## src/hdl/vsc_consts.vh

```
// Constants for the virtual scan-chain user logic: register offsets,
// field positions, reset values and decode codes.
// Assumes inclusion by bare name from the design and verification files.
`ifndef VSC_CONSTS_VH
`define VSC_CONSTS_VH

// ****************************************************************
// Register offsets (byte addresses, one aligned word each)
// ****************************************************************
`define VSC_OFF_CTRL 8'h00
`define VSC_OFF_STATUS 8'h04
`define VSC_OFF_SHIFT 8'h08
`define VSC_OFF_COUNT 8'h0c
`define VSC_OFF_CAPTURE 8'h10
`define VSC_OFF_EVENTS 8'h14

// ****************************************************************
// Control register fields and reset value
// ****************************************************************
`define VSC_CTRL_CODE_SEL 0
`define VSC_CTRL_IRCAP_LO 2
`define VSC_CTRL_IRCAP_HI 3
`define VSC_CTRL_RESET 4'h0

// ****************************************************************
// Status register fields
// ****************************************************************
`define VSC_ST_IR_LO 0
`define VSC_ST_IR_HI 1
`define VSC_ST_STB_LO 2
`define VSC_ST_STB_HI 9
`define VSC_ST_SEL 10
`define VSC_ST_BYPASS 11
`define VSC_ST_TDO 12
`define VSC_ST_TMS 13

// ****************************************************************
// Chain-select codes of the two-bit virtual instruction
// ****************************************************************
`define VSC_CODE_LOAD_A 2'h1
`define VSC_CODE_LOAD_B 2'h2

// ****************************************************************
// Synchroniser bus layout
// ****************************************************************
`define VSC_SYNC_W 13
`define VSC_SB_TCK 0
`define VSC_SB_TDI 1
`define VSC_SB_TMS 2
`define VSC_SB_IR_LO 3
`define VSC_SB_IR_HI 4
`define VSC_SB_CDR 5
`define VSC_SB_E1DR 6
`define VSC_SB_E2DR 7
`define VSC_SB_PDR 8
`define VSC_SB_SDR 9
`define VSC_SB_UDR 10
`define VSC_SB_UIR 11
`define VSC_SB_CIR 12

`endif

```

## src/hdl/vsc_sync3.v

```verilog
// Three-stage input synchroniser, one generate lane per bit.
// Assumes inputs are asynchronous to clk; output moves only when
// the second and third stages agree.
`timescale 1ns/10ps

module vsc_sync3 #(
    parameter W = 1
) (
    input wire clk,
    input wire rst_n,
    input wire [W-1:0] din,
    output wire [W-1:0] dout
);

    // ****************************************************************
    // Per-bit lanes
    // ****************************************************************
    genvar i;
    generate
        for (i = 0; i < W; i = i + 1) begin : g_lane
            reg s1_ff;
            reg s2_ff;
            reg s3_ff;
            reg q_ff;
            // First stage feeds only the second
            always @(posedge clk or negedge rst_n) begin
                if (!rst_n) begin
                    s1_ff <= 1'b0;
                    s2_ff <= 1'b0;
                    s3_ff <= 1'b0;
                    q_ff <= 1'b0;
                end else begin
                    s1_ff <= din[i];
                    s2_ff <= s1_ff;
                    s3_ff <= s2_ff;
                    if (s2_ff == s3_ff) begin
                        q_ff <= s3_ff;
                    end
                end
            end
            assign dout[i] = q_ff;
        end
    endgenerate

endmodule

```

## src/hdl/vsc_user.v

```verilog
// Virtual scan-chain user logic: chain decode, 4-bit data shift
// register, bypass bit, serial-output select and a free counter,
// with an AHB-Lite register slave for software.
// Assumes scan-side signals arrive asynchronously from the virtual
// instance and the scan clock is far slower than hclk (8x or more).
//
// Design decisions made here: the placing of the registers and the AHB-Lite interface to the registers.
`timescale 1ns/10ps

`include "vsc_consts.vh"

module vsc_user (
    input wire hclk,
    input wire hresetn,
    input wire hsel,
    input wire [31:0] haddr,
    input wire [1:0] htrans,
    input wire hwrite,
    input wire [2:0] hsize,
    input wire [31:0] hwdata,
    input wire hready,
    output wire [31:0] hrdata,
    output wire hreadyout,
    output wire hresp,
    input wire scan_tck,
    input wire scan_tdi,
    input wire mode_sel_in,
    input wire [1:0] virtual_instr_value,
    input wire capture_data_strobe,
    input wire exit_one_data_strobe,
    input wire exit_two_data_strobe,
    input wire pause_data_strobe,
    input wire shift_data_strobe,
    input wire update_data_strobe,
    input wire update_instr_strobe,
    input wire capture_instr_strobe,
    output wire scan_tdo,
    output wire mode_sel_out,
    output wire [1:0] virtual_instr_capture,
    output wire chain_selected,
    output wire [3:0] free_counter
);

    // ****************************************************************
    // Synchronised scan-side inputs
    // ****************************************************************
    wire [`VSC_SYNC_W-1:0] raw_bus;
    wire [`VSC_SYNC_W-1:0] sync_bus;

    assign raw_bus = {capture_instr_strobe, update_instr_strobe,
                      update_data_strobe, shift_data_strobe,
                      pause_data_strobe, exit_two_data_strobe,
                      exit_one_data_strobe, capture_data_strobe,
                      virtual_instr_value, mode_sel_in, scan_tdi, scan_tck};

    // Scan side is another clock's domain
    vsc_sync3 #(
        .W(`VSC_SYNC_W)
    ) u_sync (
        .clk(hclk),
        .rst_n(hresetn),
        .din(raw_bus),
        .dout(sync_bus)
    );

    wire tck_s;
    wire tdi_s;
    wire tms_s;
    wire [1:0] ir_s;
    wire cdr_s;
    wire e1dr_s;
    wire e2dr_s;
    wire pdr_s;
    wire sdr_s;
    wire udr_s;
    wire uir_s;
    wire cir_s;

    assign tck_s = sync_bus[`VSC_SB_TCK];
    assign tdi_s = sync_bus[`VSC_SB_TDI];
    assign tms_s = sync_bus[`VSC_SB_TMS];
    assign ir_s = sync_bus[`VSC_SB_IR_HI:`VSC_SB_IR_LO];
    assign cdr_s = sync_bus[`VSC_SB_CDR];
    assign e1dr_s = sync_bus[`VSC_SB_E1DR];
    assign e2dr_s = sync_bus[`VSC_SB_E2DR];
    assign pdr_s = sync_bus[`VSC_SB_PDR];
    assign sdr_s = sync_bus[`VSC_SB_SDR];
    assign udr_s = sync_bus[`VSC_SB_UDR];
    assign uir_s = sync_bus[`VSC_SB_UIR];
    assign cir_s = sync_bus[`VSC_SB_CIR];

    // ****************************************************************
    // Scan-clock edge detection
    // ****************************************************************
    reg tck_prev_ff;
    wire tck_rise;
    wire tck_fall;

    always @(posedge hclk or negedge hresetn) begin
        if (!hresetn) begin
            tck_prev_ff <= 1'b0;
        end else begin
            tck_prev_ff <= tck_s;
        end
    end

    assign tck_rise = tck_s & ~tck_prev_ff;
    assign tck_fall = ~tck_s & tck_prev_ff;

    // ****************************************************************
    // Control register and chain decode
    // ****************************************************************
    reg [3:0] ctrl_ff;
    reg [3:0] nxt_ctrl;
    wire [1:0] load_code;
    wire sel;

    // Code bit lets software settle which load code the host uses
    assign load_code = ctrl_ff[`VSC_CTRL_CODE_SEL] ? `VSC_CODE_LOAD_B : `VSC_CODE_LOAD_A;
    // Value follows the last instruction scan
    assign sel = (ir_s == load_code);

    // ****************************************************************
    // Data shift register and bypass bit
    // ****************************************************************
    reg [3:0] shift_ff;
    reg [3:0] nxt_shift;
    reg bypass_ff;
    reg nxt_bypass;

    always @* begin
        nxt_shift = shift_ff;
        nxt_bypass = bypass_ff;
        if (tck_rise) begin
            nxt_bypass = tdi_s;
            // Shift register takes serial input only while the chain is selected and shifting; the bypass bit takes it on every rise
            if (sel && sdr_s) begin
                nxt_shift = {tdi_s, shift_ff[3:1]};
            end
        end
    end

    always @(posedge hclk or negedge hresetn) begin
        if (!hresetn) begin
            shift_ff <= 4'h0;
            bypass_ff <= 1'b0;
        end else begin
            shift_ff <= nxt_shift;
            bypass_ff <= nxt_bypass;
        end
    end

    // ****************************************************************
    // Serial output and mode-select mirror
    // ****************************************************************
    reg tdo_ff;
    reg nxt_tdo;
    reg tms_out_ff;
    reg sel_ff;

    // Changed on scan-clock fall so it is settled for the next rise
    always @* begin
        nxt_tdo = tdo_ff;
        if (tck_fall) begin
            nxt_tdo = sel ? shift_ff[0] : bypass_ff;
        end
    end

    always @(posedge hclk or negedge hresetn) begin
        if (!hresetn) begin
            tdo_ff <= 1'b0;
            tms_out_ff <= 1'b0;
            sel_ff <= 1'b0;
        end else begin
            tdo_ff <= nxt_tdo;
            tms_out_ff <= tms_s;
            sel_ff <= sel;
        end
    end

    // ****************************************************************
    // Free counter on the system clock
    // ****************************************************************
    reg [3:0] count_ff;
    reg [3:0] nxt_count;
    reg [3:0] capture_ff;
    reg [3:0] nxt_capture;
    wire load_cond;

    // Exit-one only comes after shifting stops, so shift_ff is stable
    assign load_cond = sel && e1dr_s;

    always @* begin
        nxt_count = count_ff + 4'h1;
        nxt_capture = capture_ff;
        if (load_cond) begin
            nxt_count = shift_ff;
            nxt_capture = shift_ff;
        end
    end

    always @(posedge hclk or negedge hresetn) begin
        if (!hresetn) begin
            count_ff <= 4'h0;
            capture_ff <= 4'h0;
        end else begin
            count_ff <= nxt_count;
            capture_ff <= nxt_capture;
        end
    end

    // ****************************************************************
    // Update-event counters
    // ****************************************************************
    reg udr_prev_ff;
    reg uir_prev_ff;
    reg [7:0] udr_cnt_ff;
    reg [7:0] uir_cnt_ff;
    reg [7:0] nxt_udr_cnt;
    reg [7:0] nxt_uir_cnt;
    reg ev_clr;

    // Strobes offered to software
    always @* begin
        nxt_udr_cnt = udr_cnt_ff;
        nxt_uir_cnt = uir_cnt_ff;
        if (ev_clr) begin
            nxt_udr_cnt = 8'h00;
            nxt_uir_cnt = 8'h00;
        end
        // An event in the same cycle as a clear counts from zero, leaving a count of one
        if (udr_s && !udr_prev_ff) begin
            nxt_udr_cnt = ev_clr ? 8'h01 : udr_cnt_ff + 8'h01;
        end
        if (uir_s && !uir_prev_ff) begin
            nxt_uir_cnt = ev_clr ? 8'h01 : uir_cnt_ff + 8'h01;
        end
    end

    always @(posedge hclk or negedge hresetn) begin
        if (!hresetn) begin
            udr_prev_ff <= 1'b0;
            uir_prev_ff <= 1'b0;
            udr_cnt_ff <= 8'h00;
            uir_cnt_ff <= 8'h00;
        end else begin
            udr_prev_ff <= udr_s;
            uir_prev_ff <= uir_s;
            udr_cnt_ff <= nxt_udr_cnt;
            uir_cnt_ff <= nxt_uir_cnt;
        end
    end

    // ****************************************************************
    // AHB-Lite slave, zero wait states
    // ****************************************************************
    reg wr_pend_ff;
    reg [7:0] wr_addr_ff;
    reg [31:0] rdata_ff;
    reg [31:0] nxt_rdata;
    wire addr_phase;
    wire [7:0] aoff;
    wire [31:0] status_word;

    assign addr_phase = hsel && htrans[1] && hready;
    assign aoff = {haddr[7:2], 2'b00};

    assign status_word = {18'h0_0000, tms_s, tdo_ff, bypass_ff, sel,
                          cir_s, uir_s, udr_s, sdr_s, pdr_s, e2dr_s, e1dr_s, cdr_s,
                          ir_s};

    // Read data is latched in the address phase
    always @* begin
        nxt_rdata = rdata_ff;
        if (addr_phase && !hwrite) begin
            case (aoff)
                `VSC_OFF_CTRL: begin
                    nxt_rdata = {28'h000_0000, ctrl_ff};
                end
                `VSC_OFF_STATUS: begin
                    nxt_rdata = status_word;
                end
                `VSC_OFF_SHIFT: begin
                    nxt_rdata = {28'h000_0000, shift_ff};
                end
                `VSC_OFF_COUNT: begin
                    nxt_rdata = {28'h000_0000, count_ff};
                end
                `VSC_OFF_CAPTURE: begin
                    nxt_rdata = {28'h000_0000, capture_ff};
                end
                `VSC_OFF_EVENTS: begin
                    nxt_rdata = {16'h0000, uir_cnt_ff, udr_cnt_ff};
                end
                default: begin
                    nxt_rdata = 32'h0000_0000;
                end
            endcase
        end
    end

    // Write data arrives in the data phase
    always @* begin
        nxt_ctrl = ctrl_ff;
        ev_clr = 1'b0;
        if (wr_pend_ff) begin
            if (wr_addr_ff == `VSC_OFF_CTRL) begin
                nxt_ctrl = hwdata[3:0];
            end
            if (wr_addr_ff == `VSC_OFF_EVENTS) begin
                ev_clr = 1'b1;
            end
        end
    end

    always @(posedge hclk or negedge hresetn) begin
        if (!hresetn) begin
            wr_pend_ff <= 1'b0;
            wr_addr_ff <= 8'h00;
            rdata_ff <= 32'h0000_0000;
            ctrl_ff <= `VSC_CTRL_RESET;
        end else begin
            wr_pend_ff <= addr_phase && hwrite;
            if (addr_phase) begin
                wr_addr_ff <= aoff;
            end
            rdata_ff <= nxt_rdata;
            ctrl_ff <= nxt_ctrl;
        end
    end

    // ****************************************************************
    // Outputs
    // ****************************************************************
    reg hreadyout_ff;
    reg hresp_ff;

    // Ready from the first clock after reset (low during reset), always OKAY; no wait state is ever needed
    always @(posedge hclk or negedge hresetn) begin
        if (!hresetn) begin
            hreadyout_ff <= 1'b0;
            hresp_ff <= 1'b0;
        end else begin
            hreadyout_ff <= 1'b1;
            hresp_ff <= 1'b0;
        end
    end

    assign hrdata = rdata_ff;
    assign hreadyout = hreadyout_ff;
    assign hresp = hresp_ff;
    assign scan_tdo = tdo_ff;
    assign mode_sel_out = tms_out_ff;
    assign virtual_instr_capture = ctrl_ff[`VSC_CTRL_IRCAP_HI:`VSC_CTRL_IRCAP_LO];
    assign chain_selected = sel_ff;
    assign free_counter = count_ff;

endmodule

```

## config.mk

```make
export PLATFORM = sky130hd
export DESIGN_NAME = vsc_user
export DESIGN_NICKNAME = d
export VERILOG_FILES = /design/src/hdl/vsc_sync3.v /design/src/hdl/vsc_user.v
export VERILOG_INCLUDE_DIRS = /design/src /design/src/hdl
export SDC_FILE = /design/constraint.sdc
export NUM_CORES = 1
export LEC_CHECK = 0
export ABC_AREA = 1
export BUFFER_PORTS_ARGS = -buffer_cell sky130_fd_sc_hd__buf_2
export CELL_PAD_IN_SITES_DETAIL_PLACEMENT = 1
export CELL_PAD_IN_SITES_GLOBAL_PLACEMENT = 1
export CORE_ASPECT_RATIO = 0.6
export CORE_UTILIZATION = 39
export DETAILED_ROUTE_END_ITERATION = 8
export GPL_ROUTABILITY_DRIVEN = 0
export GPL_TIMING_DRIVEN = 0
export HOLD_SLACK_MARGIN = 0.03
export PLACE_DENSITY = 0.8
export SLEW_MARGIN = 20
export SYNTH_ARGS = -nofsm -noshare
export SYNTH_HDL_FRONTEND = slang
export SYNTH_HIERARCHICAL = 1
export SYNTH_SLANG_ARGS = --single-unit
```

## constraint.sdc

```tcl
create_clock -name hclk -period 1.5 [get_ports hclk]
set_input_delay 0.15 -clock hclk [delete_from_list [all_inputs] [get_ports hclk]]
set_output_delay 0.15 -clock hclk [all_outputs]
set_load 0.05 [all_outputs]
```

; Yosys cells after proc, flatten, opt, wreduce, memory -nomap -nowiden
; Cells that the tools add are included.
[op_classes]
n_reduce_logical = 17
addsub = 3
mux = 11
n_eq_ne = 20
bitwise = 4
[op_table]
columns = cell, n
row1 = $pmux W16 S6, 1
row2 = $mux W8, 5
row3 = $eq A6 B3 Y1 const B, 3
row4 = $add A8 B1 Y8 const B, 2
row5 = $logic_not A8 Y1, 2
row6 = $eq A1 B1 Y1, 13
row7 = $eq A6 B2 Y1 const B, 2
row8 = $logic_and A1 B1 Y1, 8
row9 = $eq A6 B1 Y1 const B, 1
row10 = $add A4 B1 Y4 const B, 1
row11 = $mux W4, 1
row12 = $reduce_and A2 Y1, 2
row13 = $reduce_bool A2 Y1, 2
row14 = $logic_not A1 Y1, 3
row15 = $mux W1, 3
row16 = $and A1 B1 Y1, 2
row17 = $eq A2 B2 Y1, 1
row18 = $mux W2, 1
row19 = $not A1 Y1, 2
[totals]
word_cells = 124
regBits = 131
out_inout_bits = 43
inputBits = 87

; Logic depth before layout (Yosys ltp)
; Gate-level depths: netlist of run 1.
[logic_depth]
ltp_word = 5
ltp_mapped = 11
depth_no_buf = 9

; Cells and area by module
; Netlist of run 1, hierarchy kept.
[modules_own_cells]
columns = mod, cells_each, seq_area_each_um2, instances, area_each_um2
row1 = vsc_user, 382, 1576.5, 1, 3120.5
row2 = vsc_sync3, 117, 1301.2, 1, 1610.3

; Worst setup path after synthesis of run 1
; OpenSTA, ideal clock, no wires.
[synth_timing]
path_kind = register -> register
startpoint = register u_sync.g_lane[4].q_ff
endpoint = register shift_ff[0]
synth_period_minus_slack_ns = 1.300
arrival_ns = 1.181
required_time_ns = 1.381
path_stages_with_launch = 9
setup_ns = 0.119
slack_ns = 0.200
path_cell_list = dfrtp_1 buf_4 inv_1 nand2_1 nand2_1 nand2_1 nor2_1 nand2_1 o21a_1
[synth_via]
elab_chain_cells = 3
[synth_lines]
columns = element, line
row1 = start: declaration, vsc_sync3.v:24  ; reg q_ff;
row2 = start signal: assignment, vsc_sync3.v:31  ; q_ff <= 1'b0;
row3 = start signal: assignment, vsc_sync3.v:37  ; q_ff <= s3_ff;
row4 = $eq A2 B2 Y1, vsc_user.v:121  ; assign sel = (ir_s == load_code);
row5 = $logic_and A1 B1 Y1, vsc_user.v:137  ; if (sel && sdr_s) begin
row6 = $reduce_and A2 Y1 (no line), --
row7 = end signal: assignment, vsc_user.v:148  ; shift_ff <= nxt_shift;
row8 = end: declaration, vsc_user.v:126  ; reg [3:0] shift_ff;
; No other way between the ends.
; A chain may end at the register's enable or synchronous reset.

; Worst setup path after layout of run 1
[layout_timing]
startpoint = register u_sync.g_lane[3].q_ff
endpoint = register count_ff[0] (netlist: free_counter[0])
[layout_via]
elab_chain_cells = 3
[layout_lines]
columns = element, line
row1 = start: declaration, vsc_sync3.v:24
row2 = start signal: assignment, vsc_sync3.v:31
row3 = start signal: assignment, vsc_sync3.v:37
row4 = $eq A2 B2 Y1, vsc_user.v:121
row5 = net sel, vsc_user.v:116  ; wire sel;
row6 = $logic_and A1 B1 Y1, vsc_user.v:191  ; assign load_cond = sel && e1dr_s;
row7 = $mux W4, vsc_user.v:196  ; if (load_cond) begin
row8 = net nxt_count[0], vsc_user.v:185  ; reg [3:0] nxt_count;
row9 = end signal: assignment, vsc_user.v:207  ; count_ff <= nxt_count;
row10 = end: declaration, vsc_user.v:184  ; reg [3:0] count_ff;
; The timed path passes the listed nets, and every way through them passes these cells.

==> flow_metrics.env, run 1 <==
export IMPL_rows=30
export IMPL_path_buf_inv=4
export IMPL_die_area_sq_um=12600
export IMPL_rsz0062_at_grt="true"
export IMPL_grt_pass1_vias=3957
export IMPL_crit_chain="buf_4, nand2_1, nand2_2, nand2_4, inv_4, nand2_1, inv_2, buf_4, o21ai_0"
export IMPL_wl_um=12400
export IMPL_drtPass1Iterations=4
export IMPL_path_clk_slew_ns=0.06
export IMPL_clock_sinks=115
export IMPL_worstHoldPathCells=3
export IMPL_track_usage=0.210
export IMPL_topRoutingLayerUsed="met4"
export IMPL_violations="setup timing"
export IMPL_power_density_nw_per_um2=1650
export IMPL_htreeDepth=4
export IMPL_fin_skew_ns=0.00924
export IMPL_synth_area_top_cells="dfrtp_1 (61%), nand2_1 (9.3%), buf_4 (5.2%), inv_1 (4.4%), nor2_1 (4.0%)"
export IMPL_yosysTopAreaCell="dfrtp_1"
export IMPL_wl_met1_um=5680
export IMPL_postSynthAreaPerCell_sq_um=9.48
export IMPL_syn_area_sq_um=4730
export IMPL_die_h_um=87.3
export IMPL_ys_types=28
export IMPL_ys_top_cells_by_count="nand2_1 (117), dfrtp_1 (115), inv_1 (55)"
export IMPL_maxCapViolations=0
export IMPL_synthMostInstantiatedCell="nand2_1"
export IMPL_vias=3799
export IMPL_fin_crit_sh=1.03
export IMPL_max_freq_mhz=650
export IMPL_ys_flop_type="dfrtp_1"
export IMPL_arrival_ns=1.83
export IMPL_cp_slowest_cell="dfrtp_1"
export IMPL_max_stage_delay_ns=0.37
export IMPL_path_delay_family="buffers and inverters"
export IMPL_layout_nets=706
export IMPL_ys_seq_elements=115
export IMPL_power_frac_clock=0.400
export IMPL_avgRoutedWirePerCell_um=15.7
export IMPL_grt_start_max_net_pins=80
export IMPL_wl_met2_um=6080
export IMPL_p_seq_frac=0.398
export IMPL_core_sq_um=11600
export IMPL_grt_overflow=0
export IMPL_hpwl_um=8040
export IMPL_detail_route_antenna_nets=0
export IMPL_synthCells=499
export IMPL_status="finished with violations"
export IMPL_first_iter_violations=237
export IMPL_grt_pass1_wl_um=19700
export IMPL_whs_ns=0.0568
export IMPL_ir_drop_mv=0.953
export IMPL_cp_depth=9
export IMPL_ios=130
export IMPL_numPortBuffers=54
export IMPL_synth_async_reset_ratio=1.00
export IMPL_end_kind="register"
export IMPL_yosysWarnings=6
export IMPL_relSlewSlack=0.637
export IMPL_cts_buffers=17
export IMPL_worst_setup_path_type="register to register"
export IMPL_drive_gt1_frac=0.247
export IMPL_cp_max_fo=5
export IMPL_stdcell_count=788
export IMPL_detail_route_vias_per_cell=4.82
export IMPL_layout_min_cycle_time_ns=1.54
export IMPL_drc=0
export IMPL_final_max_slew_viol_count=0
export IMPL_root_buffer="clkbuf_16"
export IMPL_setup_violations=1
export IMPL_placed_cells=730
export IMPL_power_switching_uw=3310
export IMPL_setup_ws_ns=-0.0393
export IMPL_start_util=0.409
export IMPL_leakage_uw=0.00317
export IMPL_worstRegToRegCells=9
export IMPL_switching_share=0.323
export IMPL_worst_pin_slew_ns=0.544
export IMPL_syn2layout_area_growth_pct=31.4
export IMPL_power_frac_comb=0.202
export IMPL_fillers=1369
export IMPL_cts_tree="built"
export IMPL_regToRegSetupSlack_ns=-0.04
export IMPL_startpoint_type="register"
export IMPL_synth_top_area_share=0.608
export IMPL_cp_data_required_time_ns=1.79
export IMPL_n_antenna_cell=0
export IMPL_synth_edf_count=0
export IMPL_p_int_uw=6950
export IMPL_hold_path_class="input port to register"
export IMPL_chipWidth_um=144
export IMPL_wl_met3_um=562
export IMPL_hold_viol=0
export IMPL_clkLatencyLatePin_ns=0.41
export IMPL_synth_seq_area_share=0.608
export IMPL_clockBufferDepth=2
export IMPL_antenna_found_initial=0
## cells in the final DEF (no fill, tap or decap), drive strengths merged, types with 3 or more instances in the layout
| cell | netlist | layout |
|---|---|---|
| bufinv | 0 | 3 |
| inv | 58 | 59 |
| a21oi | 23 | 23 |
| ha | 3 | 3 |
| dfrtp | 115 | 115 |
| nor2 | 57 | 57 |
| nand2 | 117 | 117 |
| conb | 2 | 18 |
| nor3 | 3 | 3 |
| clkinvlp | 0 | 3 |
| dlygate4sd3 | 0 | 19 |
| clkinv | 0 | 5 |
| nand4 | 20 | 20 |
| nand3 | 22 | 22 |
| clkbuf | 2 | 21 |
| buf | 37 | 100 |
| o21ai | 29 | 29 |
## final cells by class
| cell class | instances | area [sq um] | share of cell area |
|---|---|---|---|
| well taps | 160 | 200 | 0.0322 |
| multi-input cells | 303 | 1470 | 0.237 |
| inverters | 58 | 220 | 0.0354 |
| plain buffers | 39 | 288 | 0.0463 |
| clock inverters | 12 | 158 | 0.0254 |
| flip-flops and latches | 115 | 2880 | 0.463 |
| clock buffers | 19 | 443 | 0.0713 |
| repair buffers | 82 | 554 | 0.0892 |
## state kept, by name (all words and copies together), names as in the netlist, 4 cells and up
register	cells
wr_addr_ff	6
hrdata	16
ctrl_ff	4
free_counter	4
shift_ff	4
uir_cnt_ff	8
u_sync/g_lane.s1_ff	13
udr_cnt_ff	8
capture_ff	4
u_sync/g_lane.s2_ff	13
u_sync/g_lane.s3_ff	13
u_sync/g_lane.q_ff	13
## cells by family after synthesis
group / after synthesis / synth area share
compound gates: 57 / 0.0624
flops: 115 / 0.608
simple gates: 220 / 0.204
mux: 1 / 0.00238
buf+inv: 97 / 0.106
other cells: 2 / 0.00159
fa+ha+maj: 3 / 0.00794
xor+xnor: 4 / 0.00741
## worst paths after layout
path / from / end
max: u_sync/g_lane[3].q_ff$_DFFE_PN0N_ / free_counter[0]$_DFF_PN0_
min: haddr[6] / wr_addr_ff[6]$_DFFE_PN0P_
max reg2reg: u_sync/g_lane[3].q_ff$_DFFE_PN0N_ / free_counter[0]$_DFF_PN0_
min reg2reg: u_sync/g_lane[0].s1_ff$_DFF_PN0_ / u_sync/g_lane[0].s2_ff$_DFF_PN0_
max in group asynchronous: hresetn / shift_ff[1]$_DFFE_PN0P_
min in group asynchronous: hresetn / wr_addr_ff[6]$_DFFE_PN0P_
## timing repair
action                     4_1_cts  5_1_grt
setup endpoints to repair       21       26
buffers inserted                 1        6
gates cloned                     0        1
gates resized for setup          7       18
pin swaps                        1        3
hold buffers                    19        0
hold endpoints to repair        54        0
## metrics by stage
step / worst slack, ns / util / total power, uW / cell area, sq um / TNS (ns)
floorplan: 0.200 / - / 5280 / 4790 / 0
global placement: -1.08 / 0.455 / 5740 / 5260 / -122.75
detailed placement: -0.149 / 0.458 / 5900 / 5300 / -1.99
CTS: 0.00492 / 0.529 / 10200 / 6110 / 0
global route: -0.0890 / 0.538 / 10700 / 6210 / -0.162
finish: -0.0393 / 0.538 / 10300 / 6210 / -0.0393
## power by group through the flow
stage | combinational, uW | clock [uW] | sequential (uW)
2_1_floorplan | 1010 | 0 | 4270
3_3_place_gp | 1680 | 0 | 4060
3_5_place_dp | 1810 | 0 | 4090
4_1_cts | 1940 | 4180 | 4060
5_1_grt | 2270 | 4310 | 4130
6_report | 2070 | 4110 | 4080
## layer usage
metal | GRT usage | up-vias
met5 | 0 | -
met4 | 0.0823 | 0
met3 | 0.0588 | 12
met2 | 0.345 | 91
met1 | 0.265 | 1920
li1 | - | 1776
## tightest hold or removal path, stage by stage
cell and delay (ns):
buf_2 0.12, inv_1 0.06, o21ai_0 0.08
No activity file was read; power rests on OpenSTA's default activity.
==> run 2: changes to the inputs <==
==> constraint.sdc (replaced) <==
create_clock -name hclk -period 1.5 [get_ports hclk]
set_input_delay 0.225 -clock hclk [delete_from_list [all_inputs] [get_ports hclk]]
set_output_delay 0.225 -clock hclk [all_outputs]
set_load 0.05 [all_outputs]
==> run 2 against run 1 <==
  * The flow still finishes with violations (setup timing)
  * Critical path depth fell by 2
  * Routed wire length fell by 3.4%
  * Global-route usage down 0.24 points
  * Power down 0.64%
  * Die area did not move
  * Via count down 1.7%
  * Fmax increased by 2.0%
  * Cell area fell by 1.5%
  * Final cell count down 1.1%
  * Critical path type unchanged
  * Largest power group unchanged
==> flow_metrics.env, run 2 (synthesis gave the netlist of run 1 again) <==
export IMPL_status="finished with violations"
export IMPL_violations="setup timing"
export IMPL_path_delay_family="simple AND/OR/NAND/NOR gates"
export IMPL_startpoint_type="register"
export IMPL_ir_drop_mv=0.917
export IMPL_worst_setup_path_type="register to register"
export IMPL_htreeDepth=4
export IMPL_ios=130
export IMPL_cts_tree="built"
export IMPL_grt_start_max_net_pins=80
export IMPL_layout_min_cycle_time_ns=1.51
export IMPL_fin_crit_sh=1.01
export IMPL_detail_route_antenna_nets=0
export IMPL_clock_sinks=115
export IMPL_crit_chain="nor2_1, nand2_1, nor2_2, inv_1, buf_2, o21ai_0, a21oi_1"
export IMPL_core_sq_um=11600
export IMPL_power_density_nw_per_um2=1670
export IMPL_largest_reg_flops=16
export IMPL_grt_pass1_wl_um=19500
export IMPL_n_antenna_cell=0
export IMPL_cp_depth=7
export IMPL_syn2layout_area_growth_pct=29.4
export IMPL_hpwl_um=8040
export IMPL_place_ws_ns=-0.149
export IMPL_avgRoutedWirePerCell_um=15.4
export IMPL_first_iter_violations=214
export IMPL_numPortBuffers=54
export IMPL_rows=30
export IMPL_grt_overflow=0
export IMPL_cp_slowest_cell="dfrtp_1"
export IMPL_die_h_um=87.3
export IMPL_end_kind="register"
export IMPL_clockBufferDepth=2
export IMPL_arrival_ns=1.80
export IMPL_wl_met2_um=5760
export IMPL_antenna_found_initial=0
export IMPL_cp_data_required_time_ns=1.79
export IMPL_relSlewSlack=0.522
export IMPL_reg2reg_from="wr_addr_ff[3]$_DFFE_PN0P_"
export IMPL_max_stage_delay_ns=0.38
export IMPL_rsz0062_at_grt="true"
export IMPL_final_max_slew_viol_count=0
export IMPL_hold_viol=0
export IMPL_layout_nets=697
export IMPL_worst_pin_slew_ns=0.711
export IMPL_leakage_uw=0.00313
export IMPL_clkLatencyLatePin_ns=0.41
export IMPL_worstHoldPathCells=3
export IMPL_drc=0
export IMPL_maxCapViolations=0
export IMPL_mostFrequentLayoutCells="dfrtp_1 (115), nand2_1 (114), buf_2 (55)"
export IMPL_wl_met1_um=5490
export IMPL_hold_path_class="input port to register"
export IMPL_regToRegSetupSlack_ns=-0.009
export IMPL_drive_gt1_frac=0.239
export IMPL_final_common_cell="dfrtp_1"
export IMPL_start_util=0.409
export IMPL_path_clk_slew_ns=0.05
export IMPL_root_buffer="clkbuf_16"
export IMPL_die_area_sq_um=12600
export IMPL_startpoint="wr_addr_ff[3]$_DFFE_PN0P_"
export IMPL_fin_skew_ns=0.00676
export IMPL_topRoutingLayerUsed="met4"
export IMPL_track_usage=0.208
export IMPL_vias=3733
export IMPL_drtPass1Iterations=4
export IMPL_cp_max_fo=10
export IMPL_detail_route_vias_per_cell=4.79
export IMPL_worstHoldStart="hwdata[2]"
export IMPL_wl_met3_um=586
export IMPL_path_buf_inv=2
export IMPL_chipWidth_um=144
export IMPL_grt_pass1_vias=3931
export IMPL_wl_um=12000
export IMPL_whs_ns=0.0474
export IMPL_max_freq_mhz=663
export IMPL_setup_ws_ns=-0.00856
export IMPL_cts_buffers=17
export IMPL_fillers=1371
export IMPL_setup_violations=1
export IMPL_worstRegToRegCells=7
-- run 2: worst paths after layout --
kind                                                    endpoint
worst max-delay path                   udr_cnt_ff[6]$_DFFE_PN0P_
worst min-delay path                      ctrl_ff[2]$_DFFE_PN0P_
worst max register to register         udr_cnt_ff[6]$_DFFE_PN0P_
worst min register to register  u_sync/g_lane[0].s2_ff$_DFF_PN0_
max in group asynchronous                shift_ff[1]$_DFFE_PN0P_
min in group asynchronous              wr_addr_ff[6]$_DFFE_PN0P_
-- run 2: timing repair --
item	in CTS	in global routing
setup endpoints to repair	21	26
pin swaps	1	1
hold buffers	15	0
gates resized for setup	7	14
hold endpoints to repair	50	0
buffers inserted	1	1
gates cloned	0	1
-- run 2: metal layers --
layer	up-vias	global-route usage
met1	1881	0.262
met5	-	0
met4	0	0.0823
met3	15	0.0588
li1	1753	-
met2	84	0.339
-- run 2: final cells by class --
cell class	instances	area [sq um]	area share
Clock inverter	12	158	0.0258
Timing Repair Buffer	73	477	0.0779
Tap cell	160	200	0.0327
Inverter	58	220	0.0360
Clock buffer	19	443	0.0723
Buffer	39	288	0.0470
Sequential cell	115	2880	0.470
Multi-Input combinational cell	303	1460	0.238
-- run 2: stage by stage --
step	cell area, sq um	utilization	cells	power, uW	setup TNS (ns)
6_report	6120	0.530	779	10200	-0.00856
5_1_grt	6120	0.530	779	10700	-1.02
4_1_cts	6070	0.525	777	10200	0
3_5_place_dp	5300	0.458	730	5900	-2.16
3_3_place_gp	5260	0.455	729	5740	-131.38
2_1_floorplan	4790	-	515	5280	0
-- run 2: worst register-to-register path: cells and delay by family, from the launching register on --
kind / cells / cell delay (ns)
buf+inv: 2 / 0.35
simple gates: 3 / 0.46
flops: 1 / 0.38
compound gates: 2 / 0.20
-- run 2: power by group --
group	switching, uW	internal [uW]
logic	1360	658
clock network	1450	2650
registers	462	3620
total	3270	6920
